<file path="src/rtl/rcr_pkg.sv">
// Purpose: shared constants and types for the reset cause recorder
// Assumes: byte addressed classic Wishbone, 32-bit data
// Notes: flag positions follow the cause register layout
package rcr_pkg;
  localparam int          RCR_AW          = 5;
  localparam int          RCR_DW          = 32;
  localparam int          RCR_FW          = 16;
  localparam int          RCR_PCW         = 24;
  localparam int          RCR_NWREG       = 16;
  localparam int          RCR_WIW         = 4;
  localparam logic [4:0]  RCR_OFS_CAUSE   = 5'h00;
  localparam logic [4:0]  RCR_OFS_PROT_LO = 5'h04;
  localparam logic [4:0]  RCR_OFS_PROT_HI = 5'h08;
  localparam logic [4:0]  RCR_OFS_WREG    = 5'h0C;
  localparam logic [4:0]  RCR_OFS_CTRL    = 5'h10;
  localparam int          RCR_B_TRAP      = 15;
  localparam int          RCR_B_ILL       = 14;
  localparam int          RCR_B_CM        = 9;
  localparam int          RCR_B_EXTERNAL_PIN_RESET_FLAG      = 7;
  localparam int          RCR_B_SWR       = 6;
  localparam int          RCR_B_WATCHDOG_TIMEOUT_FLAG      = 4;
  localparam int          RCR_B_SLEEP     = 3;
  localparam int          RCR_B_IDLE      = 2;
  localparam int          RCR_B_BOR       = 1;
  localparam int          RCR_B_POR       = 0;
  localparam logic [15:0] RCR_FLAG_MASK   = 16'hC2DF;
  localparam logic [15:0] RCR_CAUSE_RST   = 16'h0003;
  localparam logic [15:0] RCR_WREG_RST    = 16'h8000;
  localparam logic [3:0]  RCR_TOP_WREG    = 4'hF;
  localparam logic [3:0]  RCR_HTRAP_LO    = 4'hD;
  localparam logic [3:0]  RCR_HTRAP_HI    = 4'hF;
  localparam logic [23:0] RCR_RESET_PC    = 24'h000000;
  localparam logic [23:0] RCR_PROT_LO_RST = 24'hFFFFFF;
  localparam logic [23:0] RCR_PROT_HI_RST = 24'h000000;
  localparam logic        RCR_CTRL_RST    = 1'b0;

  typedef enum logic [2:0] {
    RCR_FLOW_CALL, RCR_FLOW_JUMP, RCR_FLOW_CJUMP, RCR_FLOW_RET,
    RCR_FLOW_RETSUB, RCR_FLOW_BRANCH, RCR_FLOW_IVEC, RCR_FLOW_TVEC
  } rcr_flow_t;

  typedef enum {RCR_RUN, RCR_HOLD, RCR_RESTART} rcr_state_t;
endpackage

</file>
<file path="src/rtl/rcr_flow_guard.sv">
// Purpose: flags flow changes that land inside the protected segment
// Assumes: pc_load is a one-cycle pulse with kind and target
// Notes: empty window when low bound exceeds high bound
`timescale 1ns/10ps
`default_nettype none
module rcr_flow_guard
  import rcr_pkg::*;
(
  input  wire logic               clk,
  input  wire logic               reset,
  input  wire logic               pc_load,
  input  wire rcr_pkg::rcr_flow_t kind,
  input  wire logic [RCR_PCW-1:0] target,
  input  wire logic               prot_en,
  input  wire logic [RCR_PCW-1:0] prot_lo,
  input  wire logic [RCR_PCW-1:0] prot_hi,
  output logic                    viol,
  output logic                    viol_vector
);
  logic viol_reg;
  logic viol_next;
  logic vec_reg;
  logic vec_next;

  function automatic logic is_vector(input rcr_flow_t k);
    // vector loads vs. every other program counter reload
    case (k)
      RCR_FLOW_IVEC, RCR_FLOW_TVEC: is_vector = 1'b1;   // [RULE_05]
      default:                      is_vector = 1'b0;   // [RULE_04]
    endcase
  endfunction

  always_comb begin
    viol_next = pc_load & prot_en & (target >= prot_lo) & (target <= prot_hi); // [RULE_03]
    vec_next  = vec_reg;
    if (viol_next) begin
      vec_next = is_vector(kind);
    end
  end

  always_ff @(posedge clk) begin
    if (reset) begin
      viol_reg <= 1'b0;
      vec_reg  <= 1'b0;
    end else begin
      viol_reg <= viol_next;
      vec_reg  <= vec_next;
    end
  end

  assign viol        = viol_reg;
  assign viol_vector = vec_reg;

  property p_sec_hit;
    @(posedge clk) disable iff (reset)
      pc_load && prot_en && target >= prot_lo && target <= prot_hi |=> viol;
  endproperty
  a_sec_hit: assert property (p_sec_hit) else $error("protected target not flagged"); // [RULE_03]

  property p_sec_kind;
    @(posedge clk) disable iff (reset)
      viol_next && (kind == RCR_FLOW_IVEC || kind == RCR_FLOW_TVEC) |=> viol_vector;
  endproperty
  a_sec_kind: assert property (p_sec_kind) else $error("vector change misclassified"); // [RULE_05]
endmodule
`default_nettype wire

</file>
<file path="src/rtl/rcr_top.sv">
// Purpose: records reset causes and sequences the device restart
// Assumes: all event inputs are one-cycle pulses on clk
// Notes: module reset acts as power-on; commits on the ack edge
//
// Implementation choices: the register offsets and register access over Wishbone.
`timescale 1ns/10ps
`default_nettype none
// Operation
// RULE_01 - Pointer use of an unwritten working register resets the device.
// RULE_02 - Every reset clears working registers except the top one.
// RULE_03 - Flow change into protected segment raises a security reset.
// RULE_04 - Calls, jumps, returns and branches count as program flow changes.
// RULE_05 - Interrupt or trap vector loads count as vector flow changes.
// RULE_06 - Software should clear cause flags after reading them.
// RULE_07 - Trap conflict flag bit 15: set by conflict, cleared by POR/BOR.
// RULE_08 - Illegal flag bit 14: opcode, uninit register, security; POR/BOR clear.
// RULE_09 - Config mismatch flag bit 9: set by mismatch, POR/BOR clear.
// RULE_10 - Pin reset flag bit 7: set by master clear, POR only clears.
// RULE_11 - Software reset flag bit 6: reset instruction, POR/BOR clear.
// RULE_12 - Watchdog flag bit 4: timeout sets; power-save, clear, POR, BOR clear.
// RULE_13 - Sleep flag bit 3: set on sleep entry, POR/BOR clear.
// RULE_14 - Idle flag bit 2: set on idle entry, POR/BOR clear.
// RULE_15 - Brown-out bit 1 by POR/BOR, power-on bit 0 by POR.
// RULE_16 - Software can set and clear every cause flag.
// RULE_17 - Any reset restarts execution at program address zero.
// RULE_18 - Hard trap 13-15 under a higher trap is a conflict.
// RULE_19 - Executing an illegal opcode resets the device.
// RULE_20 - Flags stay set until their clear event or a write.
module rcr_top
  import rcr_pkg::*;
(
  input  wire logic                       clk,
  input  wire logic                       reset,
  input  wire logic                       wb_cyc_i,
  input  wire logic                       wb_stb_i,
  input  wire logic                       wb_we_i,
  input  wire logic [rcr_pkg::RCR_AW-1:0] wb_adr_i,
  input  wire logic [3:0]                 wb_sel_i,
  input  wire logic [rcr_pkg::RCR_DW-1:0] wb_dat_i,
  output logic      [rcr_pkg::RCR_DW-1:0] wb_dat_o,
  output logic                            wb_ack_o,
  input  wire logic                       por_i,
  input  wire logic                       bor_i,
  input  wire logic                       master_clear_pin_i,
  input  wire logic                       swr_i,
  input  wire logic                       wdt_timeout_i,
  input  wire logic                       watchdog_clear_instruction_i,
  input  wire logic                       power_save_instruction_sleep_i,
  input  wire logic                       power_save_instruction_idle_i,
  input  wire logic                       cfg_mismatch_i,
  input  wire logic                       illegal_opcode_i,
  input  wire logic                       trap_req_i,
  input  wire logic [3:0]                 trap_level_i,
  input  wire logic                       trap_busy_i,
  input  wire logic [3:0]                 trap_busy_level_i,
  input  wire logic                       wr_en_i,
  input  wire logic [rcr_pkg::RCR_WIW-1:0] wr_idx_i,
  input  wire logic                       ptr_use_i,
  input  wire logic [rcr_pkg::RCR_WIW-1:0] ptr_idx_i,
  input  wire logic                       pc_load_i,
  input  wire rcr_pkg::rcr_flow_t         flow_kind_i,
  input  wire logic [rcr_pkg::RCR_PCW-1:0] pc_target_i,
  output logic                            dev_reset_o,
  output logic                            restart_o,
  output logic      [rcr_pkg::RCR_PCW-1:0] restart_pc_o,
  output logic                            wake_o,
  output logic                            low_power_o
);
  import rcr_pkg::*;

  function automatic logic [23:0] lane_merge(input logic [23:0] old,
                                             input logic [31:0] dat,
                                             input logic [3:0]  sel);
    // byte-lane update of a narrow register
    lane_merge = old;
    for (int i = 0; i < 3; i++) begin
      if (sel[i]) begin
        lane_merge[i*8 +: 8] = dat[i*8 +: 8];
      end
    end
  endfunction

  rcr_state_t           state_reg;
  rcr_state_t           state_next;
  logic [RCR_FW-1:0]    cause_reg;
  logic [RCR_FW-1:0]    cause_next;
  logic [RCR_PCW-1:0]   prot_lo_reg;
  logic [RCR_PCW-1:0]   prot_lo_next;
  logic [RCR_PCW-1:0]   prot_hi_reg;
  logic [RCR_PCW-1:0]   prot_hi_next;
  logic                 prot_en_reg;
  logic                 prot_en_next;
  logic                 lp_reg;
  logic                 lp_next;
  logic                 wake_reg;
  logic                 wake_next;
  logic [RCR_PCW-1:0]   rpc_reg;
  logic [RCR_PCW-1:0]   rpc_next;
  logic                 ack_reg;
  logic                 ack_next;
  logic [RCR_DW-1:0]    dat_reg;
  logic [RCR_DW-1:0]    dat_next;
  logic                 bus_req;
  logic                 bus_wr;
  logic                 wr_cause;
  logic                 trap_conflict;
  logic                 uninit_fault;
  logic                 sec_fault;
  logic                 ill_event;
  logic                 wdt_reset;
  logic                 any_cause;
  logic [RCR_NWREG-1:0] wreg_mask;

  rcr_wreg_track u_wreg (
    .clk       (clk),
    .reset     (reset),
    .clear     (dev_reset_o),
    .wr_en     (wr_en_i),
    .wr_idx    (wr_idx_i),
    .use_en    (ptr_use_i),
    .use_idx   (ptr_idx_i),
    .fault     (uninit_fault),
    .init_mask (wreg_mask)
  );

  rcr_flow_guard u_guard (
    .clk         (clk),
    .reset       (reset),
    .pc_load     (pc_load_i),
    .kind        (flow_kind_i),
    .target      (pc_target_i),
    .prot_en     (prot_en_reg),
    .prot_lo     (prot_lo_reg),
    .prot_hi     (prot_hi_reg),
    .viol        (sec_fault),
    .viol_vector ()
  );

  // bus: ack one cycle after request, write lands on the ack edge
  assign bus_req  = wb_cyc_i & wb_stb_i & ~ack_reg;
  assign bus_wr   = wb_cyc_i & wb_stb_i & ack_reg & wb_we_i;
  assign wr_cause = bus_wr & (wb_adr_i == RCR_OFS_CAUSE);

  // trap conflict: hard trap below the level being serviced
  assign trap_conflict = trap_req_i & trap_busy_i
                       & (trap_level_i >= RCR_HTRAP_LO)
                       & (trap_level_i <= RCR_HTRAP_HI)
                       & (trap_level_i < trap_busy_level_i); // [RULE_18]
  assign ill_event = illegal_opcode_i | uninit_fault | sec_fault; // [RULE_19]
  // watchdog in sleep or idle wakes instead of resetting
  assign wdt_reset = wdt_timeout_i & ~lp_reg;
  assign any_cause = por_i | bor_i | master_clear_pin_i | swr_i | wdt_reset
                   | cfg_mismatch_i | ill_event | trap_conflict; // [RULE_01] [RULE_03]

  always_comb begin
    ack_next = bus_req;
    dat_next = dat_reg;
    if (bus_req && !wb_we_i) begin
      case (wb_adr_i)
        RCR_OFS_CAUSE:   dat_next = {16'h0000, cause_reg};
        RCR_OFS_PROT_LO: dat_next = {8'h00, prot_lo_reg};
        RCR_OFS_PROT_HI: dat_next = {8'h00, prot_hi_reg};
        RCR_OFS_WREG:    dat_next = {16'h0000, wreg_mask};
        RCR_OFS_CTRL:    dat_next = {30'h00000000, lp_reg, prot_en_reg};
        default:         dat_next = 32'h00000000;
      endcase
    end
  end

  always_comb begin
    prot_lo_next = prot_lo_reg;
    prot_hi_next = prot_hi_reg;
    prot_en_next = prot_en_reg;
    if (bus_wr && wb_adr_i == RCR_OFS_PROT_LO) begin
      prot_lo_next = lane_merge(prot_lo_reg, wb_dat_i, wb_sel_i);
    end
    if (bus_wr && wb_adr_i == RCR_OFS_PROT_HI) begin
      prot_hi_next = lane_merge(prot_hi_reg, wb_dat_i, wb_sel_i);
    end
    if (bus_wr && wb_adr_i == RCR_OFS_CTRL && wb_sel_i[0]) begin
      prot_en_next = wb_dat_i[0];
    end
  end

  // cause flags: write, then hardware clears, then hardware sets
  always_comb begin
    cause_next = cause_reg;                               // [RULE_20]
    if (wr_cause) begin
      if (wb_sel_i[0]) begin
        cause_next[7:0] = wb_dat_i[7:0];                  // [RULE_16]
      end
      if (wb_sel_i[1]) begin
        cause_next[15:8] = wb_dat_i[15:8];                // [RULE_16]
      end
    end
    if (por_i) begin
      cause_next = 16'h0000;                              // [RULE_10]
    end else if (bor_i) begin
      cause_next = cause_next & (16'h0001 << RCR_B_EXTERNAL_PIN_RESET_FLAG); // [RULE_10]
    end
    if (power_save_instruction_sleep_i || power_save_instruction_idle_i || watchdog_clear_instruction_i) begin
      cause_next[RCR_B_WATCHDOG_TIMEOUT_FLAG] = 1'b0;                      // [RULE_12]
    end
    if (trap_conflict) begin
      cause_next[RCR_B_TRAP] = 1'b1;                      // [RULE_07]
    end
    if (ill_event) begin
      cause_next[RCR_B_ILL] = 1'b1;                       // [RULE_08]
    end
    if (cfg_mismatch_i) begin
      cause_next[RCR_B_CM] = 1'b1;                        // [RULE_09]
    end
    if (master_clear_pin_i) begin
      cause_next[RCR_B_EXTERNAL_PIN_RESET_FLAG] = 1'b1;                      // [RULE_10]
    end
    if (swr_i) begin
      cause_next[RCR_B_SWR] = 1'b1;                       // [RULE_11]
    end
    if (wdt_timeout_i) begin
      cause_next[RCR_B_WATCHDOG_TIMEOUT_FLAG] = 1'b1;                      // [RULE_12]
    end
    if (power_save_instruction_sleep_i) begin
      cause_next[RCR_B_SLEEP] = 1'b1;                     // [RULE_13]
    end
    if (power_save_instruction_idle_i) begin
      cause_next[RCR_B_IDLE] = 1'b1;                      // [RULE_14]
    end
    if (por_i || bor_i) begin
      cause_next[RCR_B_BOR] = 1'b1;                       // [RULE_15]
    end
    if (por_i) begin
      cause_next[RCR_B_POR] = 1'b1;                       // [RULE_15]
    end
    cause_next = cause_next & RCR_FLAG_MASK;
  end

  // restart sequencer and low-power state
  always_comb begin
    state_next = state_reg;
    rpc_next   = rpc_reg;
    lp_next    = lp_reg;
    wake_next  = 1'b0;
    if (power_save_instruction_sleep_i || power_save_instruction_idle_i) begin
      lp_next = 1'b1;
    end
    if (wdt_timeout_i && lp_reg) begin
      lp_next   = 1'b0;
      wake_next = 1'b1;
    end
    case (state_reg)
      RCR_RUN: begin
        if (any_cause) begin
          state_next = RCR_HOLD;
        end
      end
      RCR_HOLD: begin
        state_next = RCR_RESTART;
        rpc_next   = RCR_RESET_PC;                        // [RULE_17]
        lp_next    = 1'b0;
      end
      RCR_RESTART: begin
        state_next = any_cause ? RCR_HOLD : RCR_RUN;
      end
      default: begin
        state_next = RCR_RUN;
      end
    endcase
  end

  always_ff @(posedge clk) begin
    if (reset) begin
      state_reg   <= RCR_RUN;
      cause_reg   <= RCR_CAUSE_RST;
      prot_lo_reg <= RCR_PROT_LO_RST;
      prot_hi_reg <= RCR_PROT_HI_RST;
      prot_en_reg <= RCR_CTRL_RST;
      lp_reg      <= 1'b0;
      wake_reg    <= 1'b0;
      rpc_reg     <= RCR_RESET_PC;
      ack_reg     <= 1'b0;
      dat_reg     <= 32'h00000000;
    end else begin
      state_reg   <= state_next;
      cause_reg   <= cause_next;
      prot_lo_reg <= prot_lo_next;
      prot_hi_reg <= prot_hi_next;
      prot_en_reg <= prot_en_next;
      lp_reg      <= lp_next;
      wake_reg    <= wake_next;
      rpc_reg     <= rpc_next;
      ack_reg     <= ack_next;
      dat_reg     <= dat_next;
    end
  end

  assign wb_ack_o     = ack_reg;
  assign wb_dat_o     = dat_reg;
  assign dev_reset_o  = (state_reg == RCR_HOLD);
  assign restart_o    = (state_reg == RCR_RESTART);
  assign restart_pc_o = rpc_reg;
  assign wake_o       = wake_reg;
  assign low_power_o  = lp_reg;

  property p_trap;
    @(posedge clk) disable iff (reset)
      trap_conflict && !por_i && !bor_i |=> cause_reg[RCR_B_TRAP];
  endproperty
  a_trap: assert property (p_trap) else $error("trap conflict flag missed"); // [RULE_07]

  property p_uninit;
    @(posedge clk) disable iff (reset)
      ptr_use_i && !wreg_mask[ptr_idx_i] ##1 !por_i && !bor_i |=> cause_reg[RCR_B_ILL];
  endproperty
  a_uninit: assert property (p_uninit) else $error("uninit use not flagged"); // [RULE_08]

  property p_bor_keeps_pin;
    @(posedge clk) disable iff (reset)
      bor_i && !por_i && !master_clear_pin_i && !wr_cause |=> cause_reg[RCR_B_EXTERNAL_PIN_RESET_FLAG] == $past(cause_reg[RCR_B_EXTERNAL_PIN_RESET_FLAG]);
  endproperty
  a_bor_keeps_pin: assert property (p_bor_keeps_pin) else $error("brown-out touched pin flag"); // [RULE_10]

  property p_por;
    @(posedge clk) disable iff (reset)
      por_i && !master_clear_pin_i |=> cause_reg[1:0] == 2'b11 && !cause_reg[RCR_B_EXTERNAL_PIN_RESET_FLAG];
  endproperty
  a_por: assert property (p_por) else $error("power-on flags wrong"); // [RULE_15]

  property p_watchdog_timeout_flag_clr;
    @(posedge clk) disable iff (reset)
      watchdog_clear_instruction_i && !wdt_timeout_i |=> !cause_reg[RCR_B_WATCHDOG_TIMEOUT_FLAG];
  endproperty
  a_watchdog_timeout_flag_clr: assert property (p_watchdog_timeout_flag_clr) else $error("watchdog flag not cleared"); // [RULE_12]

  property p_sticky;
    @(posedge clk) disable iff (reset)
      !reset && !wr_cause && !any_cause && !wdt_timeout_i && !watchdog_clear_instruction_i
      && !power_save_instruction_sleep_i && !power_save_instruction_idle_i |=> $stable(cause_reg);
  endproperty
  a_sticky: assert property (p_sticky) else $error("cause flags drifted"); // [RULE_20]

  property p_restart;
    @(posedge clk) disable iff (reset)
      state_reg == RCR_RUN && any_cause |=> dev_reset_o ##1 restart_o && restart_pc_o == 24'h000000
      && wreg_mask == 16'h8000;
  endproperty
  a_restart: assert property (p_restart) else $error("restart sequence broken"); // [RULE_17] [RULE_02]

  property p_sw_write;
    @(posedge clk) disable iff (reset)
      wr_cause && wb_sel_i[1:0] == 2'b11 && !any_cause && !wdt_timeout_i && !watchdog_clear_instruction_i
      && !power_save_instruction_sleep_i && !power_save_instruction_idle_i |=> cause_reg == ($past(wb_dat_i[15:0]) & 16'hC2DF);
  endproperty
  a_sw_write: assert property (p_sw_write) else $error("software write lost"); // [RULE_16]

  property p_ack;
    @(posedge clk) disable iff (reset)
      wb_cyc_i && wb_stb_i && !wb_ack_o |=> wb_ack_o ##1 !wb_ack_o;
  endproperty
  a_ack: assert property (p_ack) else $error("bus ack timing wrong");
endmodule
`default_nettype wire

</file>
<file path="src/rtl/rcr_wreg_track.sv">
// Purpose: remembers which working registers were written since reset
// Assumes: write and pointer use are one-cycle pulses
// Notes: a use in the cycle of a write sees the state before it
`timescale 1ns/10ps
`default_nettype none
module rcr_wreg_track
  import rcr_pkg::*;
(
  input  wire logic                clk,
  input  wire logic                reset,
  input  wire logic                clear,
  input  wire logic                wr_en,
  input  wire logic [RCR_WIW-1:0]  wr_idx,
  input  wire logic                use_en,
  input  wire logic [RCR_WIW-1:0]  use_idx,
  output logic                     fault,
  output logic [RCR_NWREG-1:0]     init_mask
);
  logic [RCR_NWREG-1:0] mask_reg;
  logic [RCR_NWREG-1:0] mask_next;
  logic                 fault_reg;
  logic                 fault_next;

  always_comb begin
    mask_next  = mask_reg;
    fault_next = use_en & ~mask_reg[use_idx];           // [RULE_01]
    if (clear) begin
      mask_next = RCR_WREG_RST;                          // [RULE_02]
    end else if (wr_en) begin
      mask_next[wr_idx] = 1'b1;
    end
  end

  always_ff @(posedge clk) begin
    if (reset) begin
      mask_reg  <= RCR_WREG_RST;
      fault_reg <= 1'b0;
    end else begin
      mask_reg  <= mask_next;
      fault_reg <= fault_next;
    end
  end

  assign fault     = fault_reg;
  assign init_mask = mask_reg;
endmodule
`default_nettype wire

</file>
<file path="config.mk">
export PLATFORM = sky130hd
export DESIGN_NAME = rcr_top
export DESIGN_NICKNAME = d
export VERILOG_FILES = /design/src/rtl/rcr_pkg.sv /design/src/rtl/rcr_flow_guard.sv /design/src/rtl/rcr_top.sv /design/src/rtl/rcr_wreg_track.sv
export SDC_FILE = /design/constraint.sdc
export NUM_CORES = 1
export LEC_CHECK = 0
export ABC_AREA = 1
export BUFFER_PORTS_ARGS = -buffer_cell sky130_fd_sc_hd__buf_4
export CAP_MARGIN = 10
export CORE_ASPECT_RATIO = 0.6
export CORE_UTILIZATION = 25
export CTS_BUF_LIST = sky130_fd_sc_hd__clkbuf_2
export CTS_CLUSTER_SIZE = 20
export DETAILED_ROUTE_END_ITERATION = 7
export SETUP_SLACK_MARGIN = 0.2
export SLEW_MARGIN = 10
export SYNTH_ARGS = -nofsm -noshare
export SYNTH_HDL_FRONTEND = slang
export SYNTH_SLANG_ARGS = --single-unit
</file>
<file path="constraint.sdc">
create_clock -name clk -period 3.38 [get_ports clk]
set_input_delay 0.338 -clock clk [delete_from_list [all_inputs] [get_ports clk]]
set_output_delay 0.338 -clock clk [all_outputs]
set_load 0.02 [all_outputs]
</file>
==> flow_summary.ini <==
[flow_run]
drv_cap = 0

[worst_setup_path]
required_ps = 3920
critPathLaunchType = flop
worst-setup-path-type = flop to flop
path_cells = nand4_1 -> inv_2 -> nand2_2 -> nor2_4 -> nor2_2 -> nand2_1 -> nand3_1 -> dlygate4sd3_1
critPathCaptureType = flop
critPathMaxStageDelay_ps = 560
critPathArrivalTime_ps = 2540
crit_slowest_cell = dlygate4sd3_1
crit_fanout = 8

[grt]
grt_pass1_wl_mm = 30.46
grt_pass1_vias = 5603
grt_usage = 0.1599
antenna_found_initial = 0
grt_max_degree = 55
overflow = 0

[power]
pwr-share-comb = 0.175
p_sw_mw = 0.6712
ir_worst_vdd_mv = 0.1421
powerDensity_mw_per_mm2 = 286.6
netSwitchingFraction = 0.3037
clockPowerShare = 0.246
seqPwrFrac = 0.579
p_int_mw = 1.539
p_leak_nw = 3.600

[sta]
setup_viol = 0
slew_headroom = 0.3596
setup_tns_ps = 0
finalHoldViolCount = 0
final.period_utilization = 0.5922
finalCriticalPeriod_ps = 2002
drv_slew = 0
tightest_slew_ps = 959.6
grt_setup_unrepaired = false
timing.fmax_ghz = 0.4996
setup_ws_ps = 1378
clock_skew_ps = 38.01

[synth]
synth.avg_cell_area_sq_um = 7.071
synth_top_family_by_area = simple AND/OR/NAND/NOR gates
yosysTopAreaCellShare = 0.3473
synth.distinct_cells = 35
ys_ff_latch = 106
synth_compound_area_frac = 0.1823
synth_fa_ha_area_frac = 0.1044
synth_xor_area_frac = 0
synth_flop_cell = dfxtp_1
ys_top_cells_by_count = nand2_1, inv_1, dfxtp_1
synthArstFlopShare = 0
synth.area.top_cells = dfxtp_1, nand2_1, ha_1
syn_area_sq_mm = 0.006110
synth_edf_count = 0
ys_seq_area_frac = 0.3473
synth-simple-area-share = 0.2290
yosysWarnings = 0
syn_inst = 864
synthMuxAreaShare = 0
synth_top_cell_by_area = dfxtp_1
synth.most_common_cell = nand2_1

[die]
coreArea_sq_mm = 0.02351
die_h_microns = 123.1
num_io_pins = 165
dieArea_sq_mm = 0.02509
die_x_microns = 203.8
initial_core_util = 0.2599
rows = 43

[routing]
final_antenna_net_count = 0
wirelength_mm = 19.88
drc = 0
dr.pass1.iters = 5
dr.first_iter.drc_count = 400
wl_per_cell_microns = 14.87
via_per_inst = 4.470
vias = 5976

[clock_tree]
clk_latency_ps = 620
postCtsResizedCells = 0
htree_levels = 3
cts.sink_count = 106
cts.root.buffer_cell = clkbuf_2
clkTransAtPathRegs_ps = 300
clockBufferDepth = 2
cts_tree = built
cts_buffers = 9

[final_layout]
fin_area_sq_mm = 0.007710
diodes = 0
drive_gt1_frac = 0.1673
nets = 1172
syn_to_final_growth_pct = 26.19
post-route-util = 0.3279
final_cell_count_no_fill = 1337

[placed_design]
port_buffers = 120
placed_area_sq_mm = 0.007164
place_hpwl_mm = 15.42
dpl_worst_slack_ps = 1298
place_inst = 1275
routabilityCongestion = 0.8848

[run_status]
status = complete, no violations

[hold_path]
hold_class = input port to flop
==> critical path, delay by kind of cell, from the launching register on <==
kind                   cells  cell delay [ps]
DFF                        1              460
and+or+nand+nor            6              750
buffers and inverters      2              700
==> cells in the final DEF, fill, tap and decap left out, drive strengths merged, types with 2 or more instances in the layout <==
cell	synthesis	routed
a21o	2	2
a21oi	87	87
a31oi	6	6
buf	48	125
clkbuf	12	11
clkinv	3	7
conb	1	32
dfxtp	106	106
dlygate4sd3	0	46
ha	51	51
inv	114	115
nand2	209	209
nand3	40	40
nand4	2	2
nor2	64	64
nor3	15	15
o211ai	26	26
o21ai	64	64
o22ai	8	8
or2	2	2
==> cells by family (layout without fill, tap and decap cells) <==
family / after synthesis / in the layout
AND/OR/NAND/NOR: 333 / 333
AO/OA/AOI/OAI: 196 / 196
buffers and inverters: 177 / 304
flip-flops: 106 / 106
adder cells (fa/ha/maj): 51 / 51
other: 1 / 32
==> per-stage QoR <==
stage | hold WS (ps) | power, mW
after floorplan | 422.5 | 1.503
after global placement | 433.8 | 1.635
after detailed placement | 442.2 | 1.640
after CTS | 18.58 | 2.243
after global routing | 41.17 | 2.326
final | 70.97 | 2.210
==> power by group through the flow <==
stage,clock [mW],sequential [mW],combinational (mW)
2_1_floorplan,0,1.30,0.200
5_1_grt,0.617,1.28,0.425
6_report,0.544,1.28,0.386
3_5_place_dp,0,1.30,0.339
4_1_cts,0.578,1.28,0.384
3_3_place_gp,0,1.30,0.334
==> what timing repair did <==
action / in CTS / in global routing
buffers inserted: 0 / 0
hold endpoints to repair: 69 / 0
hold buffers: 46 / 0
==> cell type report <==
cell class	instances	area [sq um]
Multi-Input combinational cell	612	3271
Fill cell	2564	15800
Inverter	117	439.2
Sequential cell	106	2122
Timing Repair Buffer	171	1399
Clock inverter	5	30.03
Tap cell	315	394.1
Clock buffer	11	55.05
==> worst paths after layout <==
| check | startpoint | to | slack [ps] | cells after the start |
|---|---|---|---|---|
| min reg2reg | state_reg[1]$_SDFFE_PP0P_ | state_reg[1]$_SDFFE_PP0P_ | 470 | 1 |
| max | wb_ack_o$_SDFF_PP0_ | cause_reg[0]$_SDFFE_PP1P_ | 1380 | 8 |
| max reg2reg | wb_ack_o$_SDFF_PP0_ | cause_reg[0]$_SDFFE_PP1P_ | 1380 | 8 |
| min | watchdog_clear_instruction_i | cause_reg[4]$_SDFFE_PP0P_ | 70 | 6 |
==> per-layer routing <==
metal  up-vias  part of all wire  global-route usage
met5         -                 0                   0
met2       180              0.41              0.2324
met1      2726              0.52              0.2399
met4         0            0.0055             0.02444
met3        10             0.070             0.03664
li1       3060                 -                   -
(Power assumes the default switching activity.)
